$ cat config.mk
export PLATFORM = sky130hd
export DESIGN_NAME = sist_top
export DESIGN_NICKNAME = d
export VERILOG_FILES = /design/src/core/sist_pkg.sv /design/src/core/sist_tb_if.sv /design/src/core/sist_top.sv /design/src/core/sist_timebase.sv /design/src/core/sist_debounce.sv
export VERILOG_INCLUDE_DIRS = /design/src /design/src/core
export SDC_FILE = /design/constraint.sdc
export NUM_CORES = 1
export LEC_CHECK = 0
export CORE_MARGIN = 8
export CORE_UTILIZATION = 65
export CTS_CLUSTER_DIAMETER = 150
export DETAILED_ROUTE_END_ITERATION = 7
export DONT_BUFFER_PORTS = 1
export PLACE_DENSITY = 0.87
export SYNTH_ARGS = -nofsm -noshare
export SYNTH_HDL_FRONTEND = slang
export SYNTH_SLANG_ARGS = --single-unit
$ cat constraint.sdc
create_clock -name clk -period 7 [get_ports clk]
set_input_delay 1.4 -clock clk [delete_from_list [all_inputs] [get_ports clk]]
set_output_delay 1.4 -clock clk [all_outputs]
set_load 0.01 [all_outputs]
$ cat src/core/sist_regs.svh
// Register offsets, reset values and timing constants of the short-test block
// Notes on behaviour
// RQ1 - With the test enabled, supplies pulse off periodically; powered inputs must read zero.
// RQ2 - A channel reading one during its supply off pulse is faulty and passivated.
// RQ3 - Process value is frozen during a pulse; zeros pass only after the pulse.
// RQ4 - Short-circuit test is off after reset until software enables it.
// RQ5 - Pulse spacing 12.8 to 819.2 ms in powers of two, default 25.6 ms.
// RQ6 - Pulse length 1.6, 3.2, 6.4 or 12.8 ms, default 1.6 ms.
// RQ7 - Spacing must be at least eight times length; violating writes are refused.
// RQ8 - Channels active by default; an inactive channel has no diagnostics.
// RQ9 - Software pairs only active channels and unpairs before changing activation.
// RQ10 - Each input is debounced for 0.8 to 12.8 ms, default 6.4 ms.
// RQ11 - Cleared faults reintegrate automatically or after acknowledge; acknowledge by default.
// RQ12 - Supply per channel internal or external, default external; external skips the test.
// RQ13 - Channel x runs alone or paired with x+8; single by default.
// RQ14 - Software sets connection type and discrepancy time for a pair; only the discrepancy time is settable here, pairs are always equivalent.
// RQ15 - A pair reports its result at the lower channel position.
// RQ16 - Pair disagreement beyond the discrepancy time passivates and forces zero.
// RQ17 - All timing comes from one free-running 0.1 ms timebase.
// RQ18 - Passivated channels report zero until reintegration is allowed.
`ifndef SIST_REGS_SVH
`define SIST_REGS_SVH

`define SIST_CLK_MHZ 200
`define SIST_TICK_US 100
`define SIST_TICK_CYC (`SIST_TICK_US * `SIST_CLK_MHZ)
`define SIST_INT_BASE_US 12800
`define SIST_DUR_BASE_US 1600
`define SIST_FLT_BASE_US 800
`define SIST_INT_BASE 14'(`SIST_INT_BASE_US / `SIST_TICK_US)
`define SIST_DUR_BASE 14'(`SIST_DUR_BASE_US / `SIST_TICK_US)
`define SIST_FLT_BASE 8'(`SIST_FLT_BASE_US / `SIST_TICK_US)
`define SIST_SCT_RATIO 17'h8
`define SIST_INT_SEL_MAX 3'h6
`define SIST_FLT_SEL_MAX 3'h4
`define SIST_MS_TICKS 4'hA

`define SIST_ADR_CTRL 8'h00
`define SIST_ADR_ACT 8'h04
`define SIST_ADR_ACKMODE 8'h08
`define SIST_ADR_SUPPLY 8'h0C
`define SIST_ADR_PAIR 8'h10
`define SIST_ADR_DISC 8'h14
`define SIST_ADR_FLT_LO 8'h18
`define SIST_ADR_FLT_HI 8'h1C
`define SIST_ADR_ACK 8'h20
`define SIST_ADR_PV 8'h24
`define SIST_ADR_FAULT 8'h28
`define SIST_ADR_STAT 8'h2C
`define SIST_ADR_MASK 8'h30

`define SIST_CTRL_EN 0
`define SIST_CTRL_INT_LSB 1
`define SIST_CTRL_DUR_LSB 4
`define SIST_STAT_CFGERR 16

`define SIST_RST_EN 1'h0
`define SIST_RST_INT 3'h1
`define SIST_RST_DUR 2'h0
`define SIST_RST_ACT 16'hFFFF
`define SIST_RST_ACKMODE 16'hFFFF
`define SIST_RST_SUPPLY 16'h0000
`define SIST_RST_PAIR 8'h00
`define SIST_RST_DISC 15'h000A
`define SIST_RST_FLT 3'h3

`endif

$ cat src/core/sist_pkg.sv
// Types shared by the short-test block
package sist_pkg;
	typedef logic [15:0] sist_ch_t;
	typedef logic [7:0] sist_pair_t;
	typedef logic [13:0] sist_ticks_t;
	typedef enum logic [1:0] {
		SIST_ST_IDLE = 2'b00,
		SIST_ST_TEST = 2'b01,
		SIST_ST_RUN = 2'b10
	} sist_state_t;
endpackage

$ cat src/core/sist_tb_if.sv
// Timebase and test pulse signals shared inside the block
`timescale 1ns/100ps
`default_nettype none
interface sist_tb_if;
	logic tick;
	logic testOn;
	logic testEnd;
	logic sctEn;
	logic [2:0] intSel;
	logic [1:0] durSel;
	modport gen (input sctEn, input intSel, input durSel, output tick, output testOn,
		output testEnd);
	modport cfg (output sctEn, output intSel, output durSel, input tick, input testOn,
		input testEnd);
	modport filt (input tick);
endinterface
`default_nettype wire

$ cat src/core/sist_top.sv
// Short-circuit test, debounce, pairing and passivation of a 16-channel safe input
`timescale 1ns/100ps
`default_nettype none
`include "sist_regs.svh"
module sist_top #(
	parameter int TICK_CYCLES = `SIST_TICK_CYC
) (
	input wire logic clk,
	input wire logic nrst,
	input wire logic [7:0] addr,
	input wire logic [31:0] wrData,
	input wire logic wrEn,
	input wire logic rdEn,
	output logic [31:0] rdData,
	input wire logic [15:0] rawIn,
	output logic sensorSupplyA,
	output logic sensorSupplyB,
	output logic [15:0] pvOut,
	output logic [15:0] passivated,
	output logic irq
);
	sist_tb_if tb ();

	logic sctEn_r;
	logic [2:0] intSel_r;
	logic [1:0] durSel_r;
	sist_pkg::sist_ch_t active_r;
	sist_pkg::sist_ch_t ackMode_r;
	sist_pkg::sist_ch_t supplyInt_r;
	sist_pkg::sist_pair_t pair_r;
	logic [14:0] discMs_r;
	logic [47:0] fltSel_r;
	logic [16:0] stat_r;
	logic [16:0] mask_r;
	sist_pkg::sist_ch_t sctFail_r;
	sist_pkg::sist_pair_t discErr_r;
	sist_pkg::sist_ch_t cond;
	sist_pkg::sist_ch_t ackPulse;
	sist_pkg::sist_ch_t pvNxt;
	sist_pkg::sist_ch_t filt;
	sist_pkg::sist_ch_t newFault;
	logic [18:0] discLim;
	logic cfgWr;
	logic cfgOk;
	logic [16:0] intReq;
	logic [16:0] durReq;

	assign tb.sctEn = sctEn_r;
	assign tb.intSel = intSel_r;
	assign tb.durSel = durSel_r;

	sist_timebase #(
		.TICK_CYCLES(TICK_CYCLES)
	) u_timebase (
		.clk(clk),
		.nrst(nrst),
		.tb(tb.gen)
	);

	sist_debounce u_debounce (
		.clk(clk),
		.nrst(nrst),
		.tb(tb.filt),
		.rawIn(rawIn),
		.freeze(supplyInt_r & active_r & {16{tb.testOn}}),
		.fltSel(fltSel_r),
		.filt(filt)
	);

	// Ratio check of a control write, in ticks
	assign cfgWr = wrEn && (addr == `SIST_ADR_CTRL);
	assign intReq = 17'(`SIST_INT_BASE) << wrData[`SIST_CTRL_INT_LSB +: 3];
	assign durReq = 17'(`SIST_DUR_BASE) << wrData[`SIST_CTRL_DUR_LSB +: 2];
	assign cfgOk = (wrData[`SIST_CTRL_INT_LSB +: 3] <= `SIST_INT_SEL_MAX)
		&& (intReq >= `SIST_SCT_RATIO * durReq); // RQ7

	always_ff @(posedge clk or negedge nrst) begin
		if (!nrst) begin
			sctEn_r <= `SIST_RST_EN; // RQ4
			intSel_r <= `SIST_RST_INT; // RQ5
			durSel_r <= `SIST_RST_DUR; // RQ6
		end else if (cfgWr && cfgOk) begin
			sctEn_r <= wrData[`SIST_CTRL_EN];
			intSel_r <= wrData[`SIST_CTRL_INT_LSB +: 3];
			durSel_r <= wrData[`SIST_CTRL_DUR_LSB +: 2];
		end
	end

	always_ff @(posedge clk or negedge nrst) begin
		if (!nrst) begin
			active_r <= `SIST_RST_ACT; // RQ8
			ackMode_r <= `SIST_RST_ACKMODE; // RQ11
			supplyInt_r <= `SIST_RST_SUPPLY; // RQ12
			pair_r <= `SIST_RST_PAIR; // RQ13
			discMs_r <= `SIST_RST_DISC;
			fltSel_r <= {16{`SIST_RST_FLT}}; // RQ10
			mask_r <= 17'h00000;
		end else if (wrEn) begin
			case (addr)
				`SIST_ADR_ACT: active_r <= wrData[15:0];
				`SIST_ADR_ACKMODE: ackMode_r <= wrData[15:0];
				`SIST_ADR_SUPPLY: supplyInt_r <= wrData[15:0];
				`SIST_ADR_PAIR: pair_r <= wrData[7:0];
				`SIST_ADR_DISC: discMs_r <= wrData[14:0];
				`SIST_ADR_FLT_LO: fltSel_r[23:0] <= wrData[23:0];
				`SIST_ADR_FLT_HI: fltSel_r[47:24] <= wrData[23:0];
				`SIST_ADR_MASK: mask_r <= wrData[16:0];
				default: begin
				end
			endcase
		end
	end

	assign ackPulse = (wrEn && addr == `SIST_ADR_ACK) ? wrData[15:0] : 16'h0000;
	assign discLim = 19'(discMs_r) * 19'(`SIST_MS_TICKS);

	genvar i;
	generate
		for (i = 0; i < 16; i++) begin : g_ch
			// Only active, internally supplied channels are judged by the pulse
			always_ff @(posedge clk or negedge nrst) begin
				if (!nrst) begin
					sctFail_r[i] <= 1'b0;
				end else if (!active_r[i] || !supplyInt_r[i]) begin
					sctFail_r[i] <= 1'b0; // RQ8 RQ12
				end else if (tb.testEnd) begin
					sctFail_r[i] <= rawIn[i]; // RQ1 RQ2
				end
			end

			if (i < 8) begin : g_lo
				logic [18:0] discCnt_r;
				always_ff @(posedge clk or negedge nrst) begin
					if (!nrst) begin
						discCnt_r <= 19'h00000;
						discErr_r[i] <= 1'b0;
					end else if (!pair_r[i] || !active_r[i] || !active_r[i+8]) begin
						discCnt_r <= 19'h00000; // RQ9
						discErr_r[i] <= 1'b0;
					end else if (filt[i] == filt[i+8]) begin
						discCnt_r <= 19'h00000;
						discErr_r[i] <= 1'b0;
					end else if (tb.tick && discCnt_r < discLim) begin
						discCnt_r <= discCnt_r + 19'h00001;
					end else if (discCnt_r >= discLim) begin
						discErr_r[i] <= 1'b1; // RQ16
					end
				end
				assign cond[i] = sctFail_r[i] | discErr_r[i];
				// Equivalent pair, disagreement reports zero
				assign pvNxt[i] = pair_r[i] ? (filt[i] & filt[i+8]) : filt[i]; // RQ15
			end else begin : g_hi
				assign cond[i] = sctFail_r[i];
				assign pvNxt[i] = pair_r[i-8] ? 1'b0 : filt[i]; // RQ13
			end

			always_ff @(posedge clk or negedge nrst) begin
				if (!nrst) begin
					passivated[i] <= 1'b0;
				end else if (!active_r[i]) begin
					passivated[i] <= 1'b0; // RQ8
				end else if (cond[i]) begin
					passivated[i] <= 1'b1; // RQ2 RQ16
				end else if (!ackMode_r[i] || ackPulse[i]) begin
					passivated[i] <= 1'b0; // RQ11
				end
			end

			// Pulse holds the value, so a real zero shows only after it ends
			always_ff @(posedge clk or negedge nrst) begin
				if (!nrst) begin
					pvOut[i] <= 1'b0;
				end else if (!active_r[i] || passivated[i] || cond[i]) begin
					pvOut[i] <= 1'b0; // RQ18 RQ16
				end else if (!tb.testOn) begin
					pvOut[i] <= pvNxt[i]; // RQ3
				end
			end
		end
	endgenerate

	// Supplies are driven from flops, off during the pulse
	always_ff @(posedge clk or negedge nrst) begin
		if (!nrst) begin
			sensorSupplyA <= 1'b1;
			sensorSupplyB <= 1'b1;
		end else begin
			sensorSupplyA <= !tb.testOn; // RQ1
			sensorSupplyB <= !tb.testOn; // RQ1
		end
	end

	assign newFault = cond & active_r & ~passivated;

	// New events win over a clear in the same cycle
	always_ff @(posedge clk or negedge nrst) begin
		if (!nrst) begin
			stat_r <= 17'h00000;
		end else begin
			stat_r <= (stat_r & ~((wrEn && addr == `SIST_ADR_STAT) ? wrData[16:0] : 17'h00000))
				| {cfgWr && !cfgOk, newFault};
		end
	end

	always_ff @(posedge clk or negedge nrst) begin
		if (!nrst) begin
			irq <= 1'b0;
		end else begin
			irq <= |(stat_r & mask_r);
		end
	end

	always_ff @(posedge clk or negedge nrst) begin
		if (!nrst) begin
			rdData <= 32'h00000000;
		end else if (!rdEn) begin
			rdData <= 32'h00000000;
		end else begin
			case (addr)
				`SIST_ADR_CTRL: rdData <= {26'h0, durSel_r, intSel_r, sctEn_r};
				`SIST_ADR_ACT: rdData <= {16'h0, active_r};
				`SIST_ADR_ACKMODE: rdData <= {16'h0, ackMode_r};
				`SIST_ADR_SUPPLY: rdData <= {16'h0, supplyInt_r};
				`SIST_ADR_PAIR: rdData <= {24'h0, pair_r};
				`SIST_ADR_DISC: rdData <= {17'h0, discMs_r};
				`SIST_ADR_FLT_LO: rdData <= {8'h0, fltSel_r[23:0]};
				`SIST_ADR_FLT_HI: rdData <= {8'h0, fltSel_r[47:24]};
				`SIST_ADR_PV: rdData <= {16'h0, pvOut};
				`SIST_ADR_FAULT: rdData <= {16'h0, passivated};
				`SIST_ADR_STAT: rdData <= {15'h0, stat_r};
				`SIST_ADR_MASK: rdData <= {15'h0, mask_r};
				default: rdData <= 32'h00000000;
			endcase
		end
	end
endmodule // sist_top
`default_nettype wire

$ cat src/core/sist_timebase.sv
// Free-running tick and supply off pulse scheduler
`timescale 1ns/100ps
`default_nettype none
`include "sist_regs.svh"
module sist_timebase #(
	parameter int TICK_CYCLES = `SIST_TICK_CYC
) (
	input wire logic clk,
	input wire logic nrst,
	sist_tb_if.gen tb
);
	logic [14:0] tickCnt_r;
	logic tick;
	sist_pkg::sist_state_t state_r;
	sist_pkg::sist_ticks_t phase_r;
	sist_pkg::sist_ticks_t intT;
	sist_pkg::sist_ticks_t durT;

	assign intT = `SIST_INT_BASE << tb.intSel; // RQ5
	assign durT = `SIST_DUR_BASE << tb.durSel; // RQ6
	assign tick = (tickCnt_r == 15'(TICK_CYCLES - 1));

	always_ff @(posedge clk or negedge nrst) begin
		if (!nrst) begin
			tickCnt_r <= 15'h0000;
		end else begin
			tickCnt_r <= tick ? 15'h0000 : tickCnt_r + 15'h0001; // RQ17
		end
	end

	always_ff @(posedge clk or negedge nrst) begin
		if (!nrst) begin
			state_r <= sist_pkg::SIST_ST_IDLE;
			phase_r <= 14'h0000;
		end else begin
			case (state_r)
				sist_pkg::SIST_ST_IDLE: begin
					phase_r <= 14'h0000;
					// Start on a tick so the pulse is a whole number of ticks
					if (tb.sctEn && tick) begin
						state_r <= sist_pkg::SIST_ST_TEST; // RQ1
					end
				end
				sist_pkg::SIST_ST_TEST: begin
					if (tick) begin
						phase_r <= phase_r + 14'h0001;
						if (phase_r == durT - 14'h0001) begin
							state_r <= tb.sctEn ? sist_pkg::SIST_ST_RUN : sist_pkg::SIST_ST_IDLE;
						end
					end
				end
				sist_pkg::SIST_ST_RUN: begin
					if (!tb.sctEn) begin
						state_r <= sist_pkg::SIST_ST_IDLE; // RQ4
					end else if (tick) begin
						if (phase_r == intT - 14'h0001) begin
							phase_r <= 14'h0000;
							state_r <= sist_pkg::SIST_ST_TEST; // RQ5
						end else begin
							phase_r <= phase_r + 14'h0001;
						end
					end
				end
				default: begin
					state_r <= sist_pkg::SIST_ST_IDLE;
				end
			endcase
		end
	end

	assign tb.tick = tick;
	assign tb.testOn = (state_r == sist_pkg::SIST_ST_TEST);
	assign tb.testEnd = tb.testOn && tick && (phase_r == durT - 14'h0001);

	// Ticks seen during the current pulse, for checking only
	sist_pkg::sist_ticks_t hTicks_r;
	always_ff @(posedge clk or negedge nrst) begin
		if (!nrst) begin
			hTicks_r <= 14'h0000;
		end else if (!tb.testOn) begin
			hTicks_r <= 14'h0000;
		end else if (tick) begin
			hTicks_r <= hTicks_r + 14'h0001;
		end
	end
endmodule // sist_timebase
`default_nettype wire

$ cat src/core/sist_debounce.sv
// Per-channel input debounce filters
`timescale 1ns/100ps
`default_nettype none
`include "sist_regs.svh"
module sist_debounce (
	input wire logic clk,
	input wire logic nrst,
	sist_tb_if.filt tb,
	input wire logic [15:0] rawIn,
	input wire logic [15:0] freeze,
	input wire logic [47:0] fltSel,
	output logic [15:0] filt
);
	function automatic logic [7:0] fltTicks(input logic [2:0] sel);
		logic [2:0] s;
		s = (sel > `SIST_FLT_SEL_MAX) ? `SIST_FLT_SEL_MAX : sel;
		return `SIST_FLT_BASE << s;
	endfunction

	genvar i;
	generate
		for (i = 0; i < 16; i++) begin : g_ch
			logic [7:0] cnt_r;
			logic [7:0] lim;
			assign lim = fltTicks(fltSel[3*i +: 3]);
			always_ff @(posedge clk or negedge nrst) begin
				if (!nrst) begin
					cnt_r <= 8'h00;
					filt[i] <= 1'b0;
				end else if (freeze[i]) begin
					cnt_r <= cnt_r; // RQ3
				end else if (rawIn[i] == filt[i]) begin
					cnt_r <= 8'h00;
				end else if (tb.tick) begin
					if (cnt_r >= lim - 8'h01) begin
						filt[i] <= rawIn[i]; // RQ10
						cnt_r <= 8'h00;
					end else begin
						cnt_r <= cnt_r + 8'h01;
					end
				end
			end
		end
	endgenerate
endmodule // sist_debounce
`default_nettype wire

Yosys cells after proc, flatten, opt, wreduce, memory -nomap -nowiden. Index checks and enable logic that the tools add are counted. Widths: inputs -> output; s select.

Add/sub/neg operators: 44. Multipliers: 1. Div/mod/pow operators: 0. Magnitude comparators: 50. Equal/unequal tests: 88. Shift operators: 20. Mux-type cells: 266. Bitwise operators: 57. Reductions and logical operators: 257.

Operators by type and width (count): $mux 19 (24); $mux 8 (48); $pmux 24 s12 (1); $mux 1 (160); $add 19x1->19 const B (8); $ge 19x19->1 (8); $lt 19x19->1 (8); $add 8x1->8 const B (16); $ge 8x8->1 (16); $shl 4x3->8 const A (16); $sub 8x1->8 const B (16); $logic_or 1x1->1 (80); $reduce_and 4->1 (17); $and 16x16->16 (4); $reduce_and 2->1 (32); $reduce_bool 2->1 (32); $logic_not 1->1 (58); $mux 14 (4); $reduce_bool 3->1 (17); $gt 3x3->1 const B (16); $mux 3 (16); $ne 3x1->1 const B (16); $pmux 14 s3 (1); $eq 8x6->1 const B (5); 39 further kinds (164).

Flip-flop bits (word level): 576. Bits in latches: 0. RAM bits: 0. Memory bits (read-only): 0. Input port bits: 60. Output and inout port bits: 67. Logic and storage cells: 897. Memories kept: 0.

Depth between registers and ports, before layout.
Depth after elaboration: 8. Mapped depth: 22. Depth with buffers taken out: 20.

Hierarchy. Synthesis repeated with hierarchy kept, for this count alone.

Cells, all modules: 3528. Area total of the unflattened synthesis: 34601.9 µm².

Modules (own cells, without submodules): sist_top (instances 1, cells each 2323, area each 23024.6 µm², sequential area each 9919.5 µm²); sist_debounce (instances 1, cells each 993, area each 9564.2 µm², sequential area each 3603.5 µm²); sist_timebase (instances 1, cells each 212, area each 2013.2 µm², sequential area each 775.7 µm²).

Least setup slack after synthesis. Ideal clock, no wire load.

Path type: register -> register. From: reg discMs_r[3]. To: reg g_ch[1].g_lo.discCnt_r[13]. Setup time: 0.120 ns. Arrival time: 5.270 ns. Data required time: 6.880 ns. Slack: 1.609 ns. Cell stages (with the launch flop): 20. Path buffers: 0. Clock period less this slack: 5.391 ns. Cell sequence: dfstp_2 -> ha_1 -> ha_1 -> fa_1 -> a21o_1 -> a21oi_1 -> xor2_1 -> ha_1 -> a21o_1 -> a21o_1 -> a21o_1 -> a221o_1 -> maj3_1 -> maj3_1 -> o21ai_0 -> o21ai_2 -> nor4_2 -> and4_1 -> a311oi_1 -> a41o_1.

Cells in the longest elaborated chain, start to end: 4.

Ends and longest elaborated chain: start, declared (line sist_top.sv:31) `logic [14:0] discMs_r;`; start signal, assigned (line sist_top.sv:95) `` discMs_r <= `SIST_RST_DISC; ``; start signal, assigned (line sist_top.sv:104) `` `SIST_ADR_DISC: discMs_r <= wrData[14:0]; ``; $mul 15x3->18 (line sist_top.sv:115) `` assign discLim = 19'(discMs_r) * 19'(`SIST_MS_TICKS); ``; $lt 19x19->1 (line sist_top.sv:143) `end else if (tb.tick && discCnt_r < discLim) begin`; $logic_and 1x1->1 (line sist_top.sv:143); $reduce_bool 3->1 (no line); end signal, assigned (line sist_top.sv:144) `discCnt_r <= discCnt_r + 19'h00001;`; end, declared (line sist_top.sv:132) `logic [18:0] discCnt_r;`.

Every way passes these cells. A chain may end at the register's enable or synchronous reset.

Worst setup path after layout.
From: reg discMs_r[6]. To: reg g_ch[7].g_lo.discCnt_r[12].

Cells in the longest elaborated chain, start to end: 4.

Ends and longest elaborated chain (line): $mul 15x3->18 (sist_top.sv:115); $lt 19x19->1 (sist_top.sv:143); $logic_and 1x1->1 (sist_top.sv:143); $reduce_bool 3->1 (no line); end signal, assigned (sist_top.sv:144); end, declared (sist_top.sv:132).

Every way passes these cells.

==> flow_summary.yaml <==
run_status:
  outcome: "finished with violations"
  violations: "max-slew violations"
grt:
  grt_max_degree: 569
  antenna_found_initial: 1
  grt_pass1_vias: 27770
  grt_usage_pct: 30.7
  grt_first_pass_wirelength_um: 149000
  grt_remaining_overflow: 0
cts:
  cts_resized: 0
  clkTransAtPathRegs_ns: 0.06
  cts_tree: "done"
  clk_path_buf_depth: 3
  insertion_delay_ns: 0.66
  clockRootBuffer: "clkbuf_16"
  cts_setup_buffers: 0
  holdBufCountCts: 0
  numClockSinks: 568
  cts_made_buffers: 59
  htreeDepth: 2
yosys:
  ys_top_cells_by_count: "500 x dfrtp_1, 318 x nor2_1, 313 x nand2_1, 292 x o21ai_0, 244 x ha_1"
  synth_cell_types: 85
  synth.avg_cell_area_um2: 9.59
  synth_cells: 3507
  synth_area_um2: 33600
  yosys_register_bits: 568
  synthDominantCellAreaShare_pct: 37.2
  synth_edf_count: 0
  ys_warn_count: 0
  synthArstFlopShare_pct: 100
  synth.area.top_cells: "dfrtp_1 37%, ha_1 9.1%, dfstp_2 5.3%"
  synthFlopType: "dfrtp_1"
  yosysMostFrequentCell: "dfrtp_1"
  ys_seq_area_share_pct: 42.5
  yosysTopAreaCell: "dfrtp_1"
sta:
  finClkSkew_ns: 0.0387
  fin_tns_setup_ns: 0
  setup_slack_ns: 0.789
  hold_violations: 0
  rsz0062_at_grt: "false"
  setup_viol: 0
  fin_hold_ws_ns: 0.450
  fin_crit_sh_pct: 88.7
  layout_min_cycle_time_ns: 6.21
  worstMarginPinSlew_ns: 2.54
  drv_slew: 424
  max_freq_ghz: 0.161
  relSlewSlack_pct: -69.1
routing:
  drtAntennaViolNets: 0
  first_iter_violations: 3270
  first_pass_iters: 8
  via_per_inst: 6.71
  drc: 0
  via_count: 28378
  routedWlPerCell_um: 22.0
  routed_wl_um: 92900
setup_path:
  critPathMaxFanout: 6
  critPathCaptureType: "flop"
  cp.arrival_ns: 6.69
  path_class: "reg2reg"
  cp-start-kind: "flop"
  required_ns: 7.48
die:
  die_w_um: 243
  ios: 127
  initial_core_util_pct: 65.7
  core_um2: 51200
  die_h_um: 243
  die-area_um2: 59300
  row_count: 83
finish:
  diodes: 0
  layout.area.seq_um2: 14300
  syn2layout_area_growth_pct: 8.18
  drive_above_1_share_pct: 11.5
  fin_nets: 3805
  multi_input_area_um2: 18600
  stdcell_count: 4227
  num-fill-cells: 3572
power:
  p_leak_nw: 16.2
  ir_worst_vdd_uv: 200
  powerDensity_nw_per_um2: 200
place:
  post-place-ws_ns: 0.994
  gp_congestion: 0.920
  dp_cells: 4119
  hpwl_um: 61500
  port_buffers: 0
job:
  max_cap_viol_count: 0
hold_path:
  holdCritPathClass: "reg2reg"
==> final timing paths <==
check	cells past startpoint	slack (ns)	end	startpoint
hold reg to reg	1	0.45	pvOut[4]$_DFFE_PN0P_	sctFail_r[4]$_DFFE_PN0P_
min in group asynchronous	0	0.46	u_debounce.g_ch[9].cnt_r[3]$_DFFE_PN0P_	nrst
setup / recovery	21	0.79	g_ch[7].g_lo.discCnt_r[12]$_DFFE_PN0P_	discMs_r[6]$_DFFE_PN0P_
setup reg to reg	21	0.79	g_ch[7].g_lo.discCnt_r[12]$_DFFE_PN0P_	discMs_r[6]$_DFFE_PN0P_
hold / removal	1	0.45	pvOut[4]$_DFFE_PN0P_	sctFail_r[4]$_DFFE_PN0P_
max in group asynchronous	0	4.54	g_ch[3].g_lo.discCnt_r[10]$_DFFE_PN0P_	nrst
==> cells by family after synthesis <==
family          after synthesis  synth area share [%]
buf+inv                     224                  2.64
flops                       568                  42.5
xor+xnor                    199                  5.37
simple gates               1294                  19.2
other cells                   2                0.0223
mux                         185                  6.09
fa+ha+maj                   265                  9.73
compound gates              770                  14.4
==> critical path: stages, from the launching register on <==
cell	delay, ns
dfrtp_1	0.46
ha_1	0.31
ha_1	0.36
a21o_1	0.20
a21oi_1	0.20
nand2_1	0.12
a21o_1	0.19
a21oi_1	0.16
xor2_1	0.64
buf_4	0.28
ha_1	0.25
nand3_1	0.09
or2_2	0.12
o21ai_0	0.10
maj3_1	0.38
a2111oi_0	0.48
nor4_1	0.14
o2111a_1	0.20
nor4_1	0.87
nand4_1	0.24
xor2_1	0.17
nor2_1	0.05
==> state kept, by name (all words and copies together), names as in the netlist, 15 cells and up <==
register	count
pvOut	16
mask_r	17
u_timebase.tickCnt_r	15
supplyInt_r	16
u_debounce.filt	16
active_r	16
stat_r	17
u_debounce.g_ch.cnt_r	128
passivated	16
g_ch.g_lo.discCnt_r	152
ackMode_r	16
fltSel_r	48
rdData	24
discMs_r	15
==> metal layers <==
| layer | part of all wire (%) | GRT usage [%] | vias to the layer above |
|---|---|---|---|
| met5 | 0.014 | 0 | - |
| met4 | 6.8 | 18.5 | 2 |
| met3 | 10 | 6.99 | 451 |
| met2 | 45 | 48.7 | 1502 |
| met1 | 37 | 38.0 | 13701 |
| li1 | - | - | 12722 |
==> power breakdown <==
group / total, mW / switching [mW] / internal (mW)
Combinational: 0.612 / 0.344 / 0.269
Sequential: 3.41 / 0.0695 / 3.34
Clock: 3.26 / 1.38 / 1.89
Total: 7.29 / 1.79 / 5.50
==> area by class of cell <==
class                      count  area share (%)
clock buffer                  87            4.62
sequential                   568            39.3
tap                          680            2.34
timing repair buffer          42           0.867
clock inverter                21           0.867
inverter                      92           0.949
multi-input combinational   2737            51.1
==> metrics by stage <==
step	area (um^2)	util (%)	total power, mW
after floorplan	33700	-	3.90
after global placement	34400	67.2	4.03
after detailed placement	34400	67.2	4.06
after CTS	36400	71.1	7.30
after global routing	36400	71.1	7.51
final	36400	71.1	7.29
==> cell usage in the layout (no fill, tap or decap), types with 78 or more instances in the layout <==
master	count
inv_1	92
nand3_1	144
mux2_2	156
nand2_1	313
xor2_1	123
o21ai_0	292
and3_1	98
nand4_1	78
dfrtp_1	500
nor2_1	314
a21oi_1	162
ha_1	243
nand2b_1	89
No activity file was read; power rests on OpenSTA's default activity.
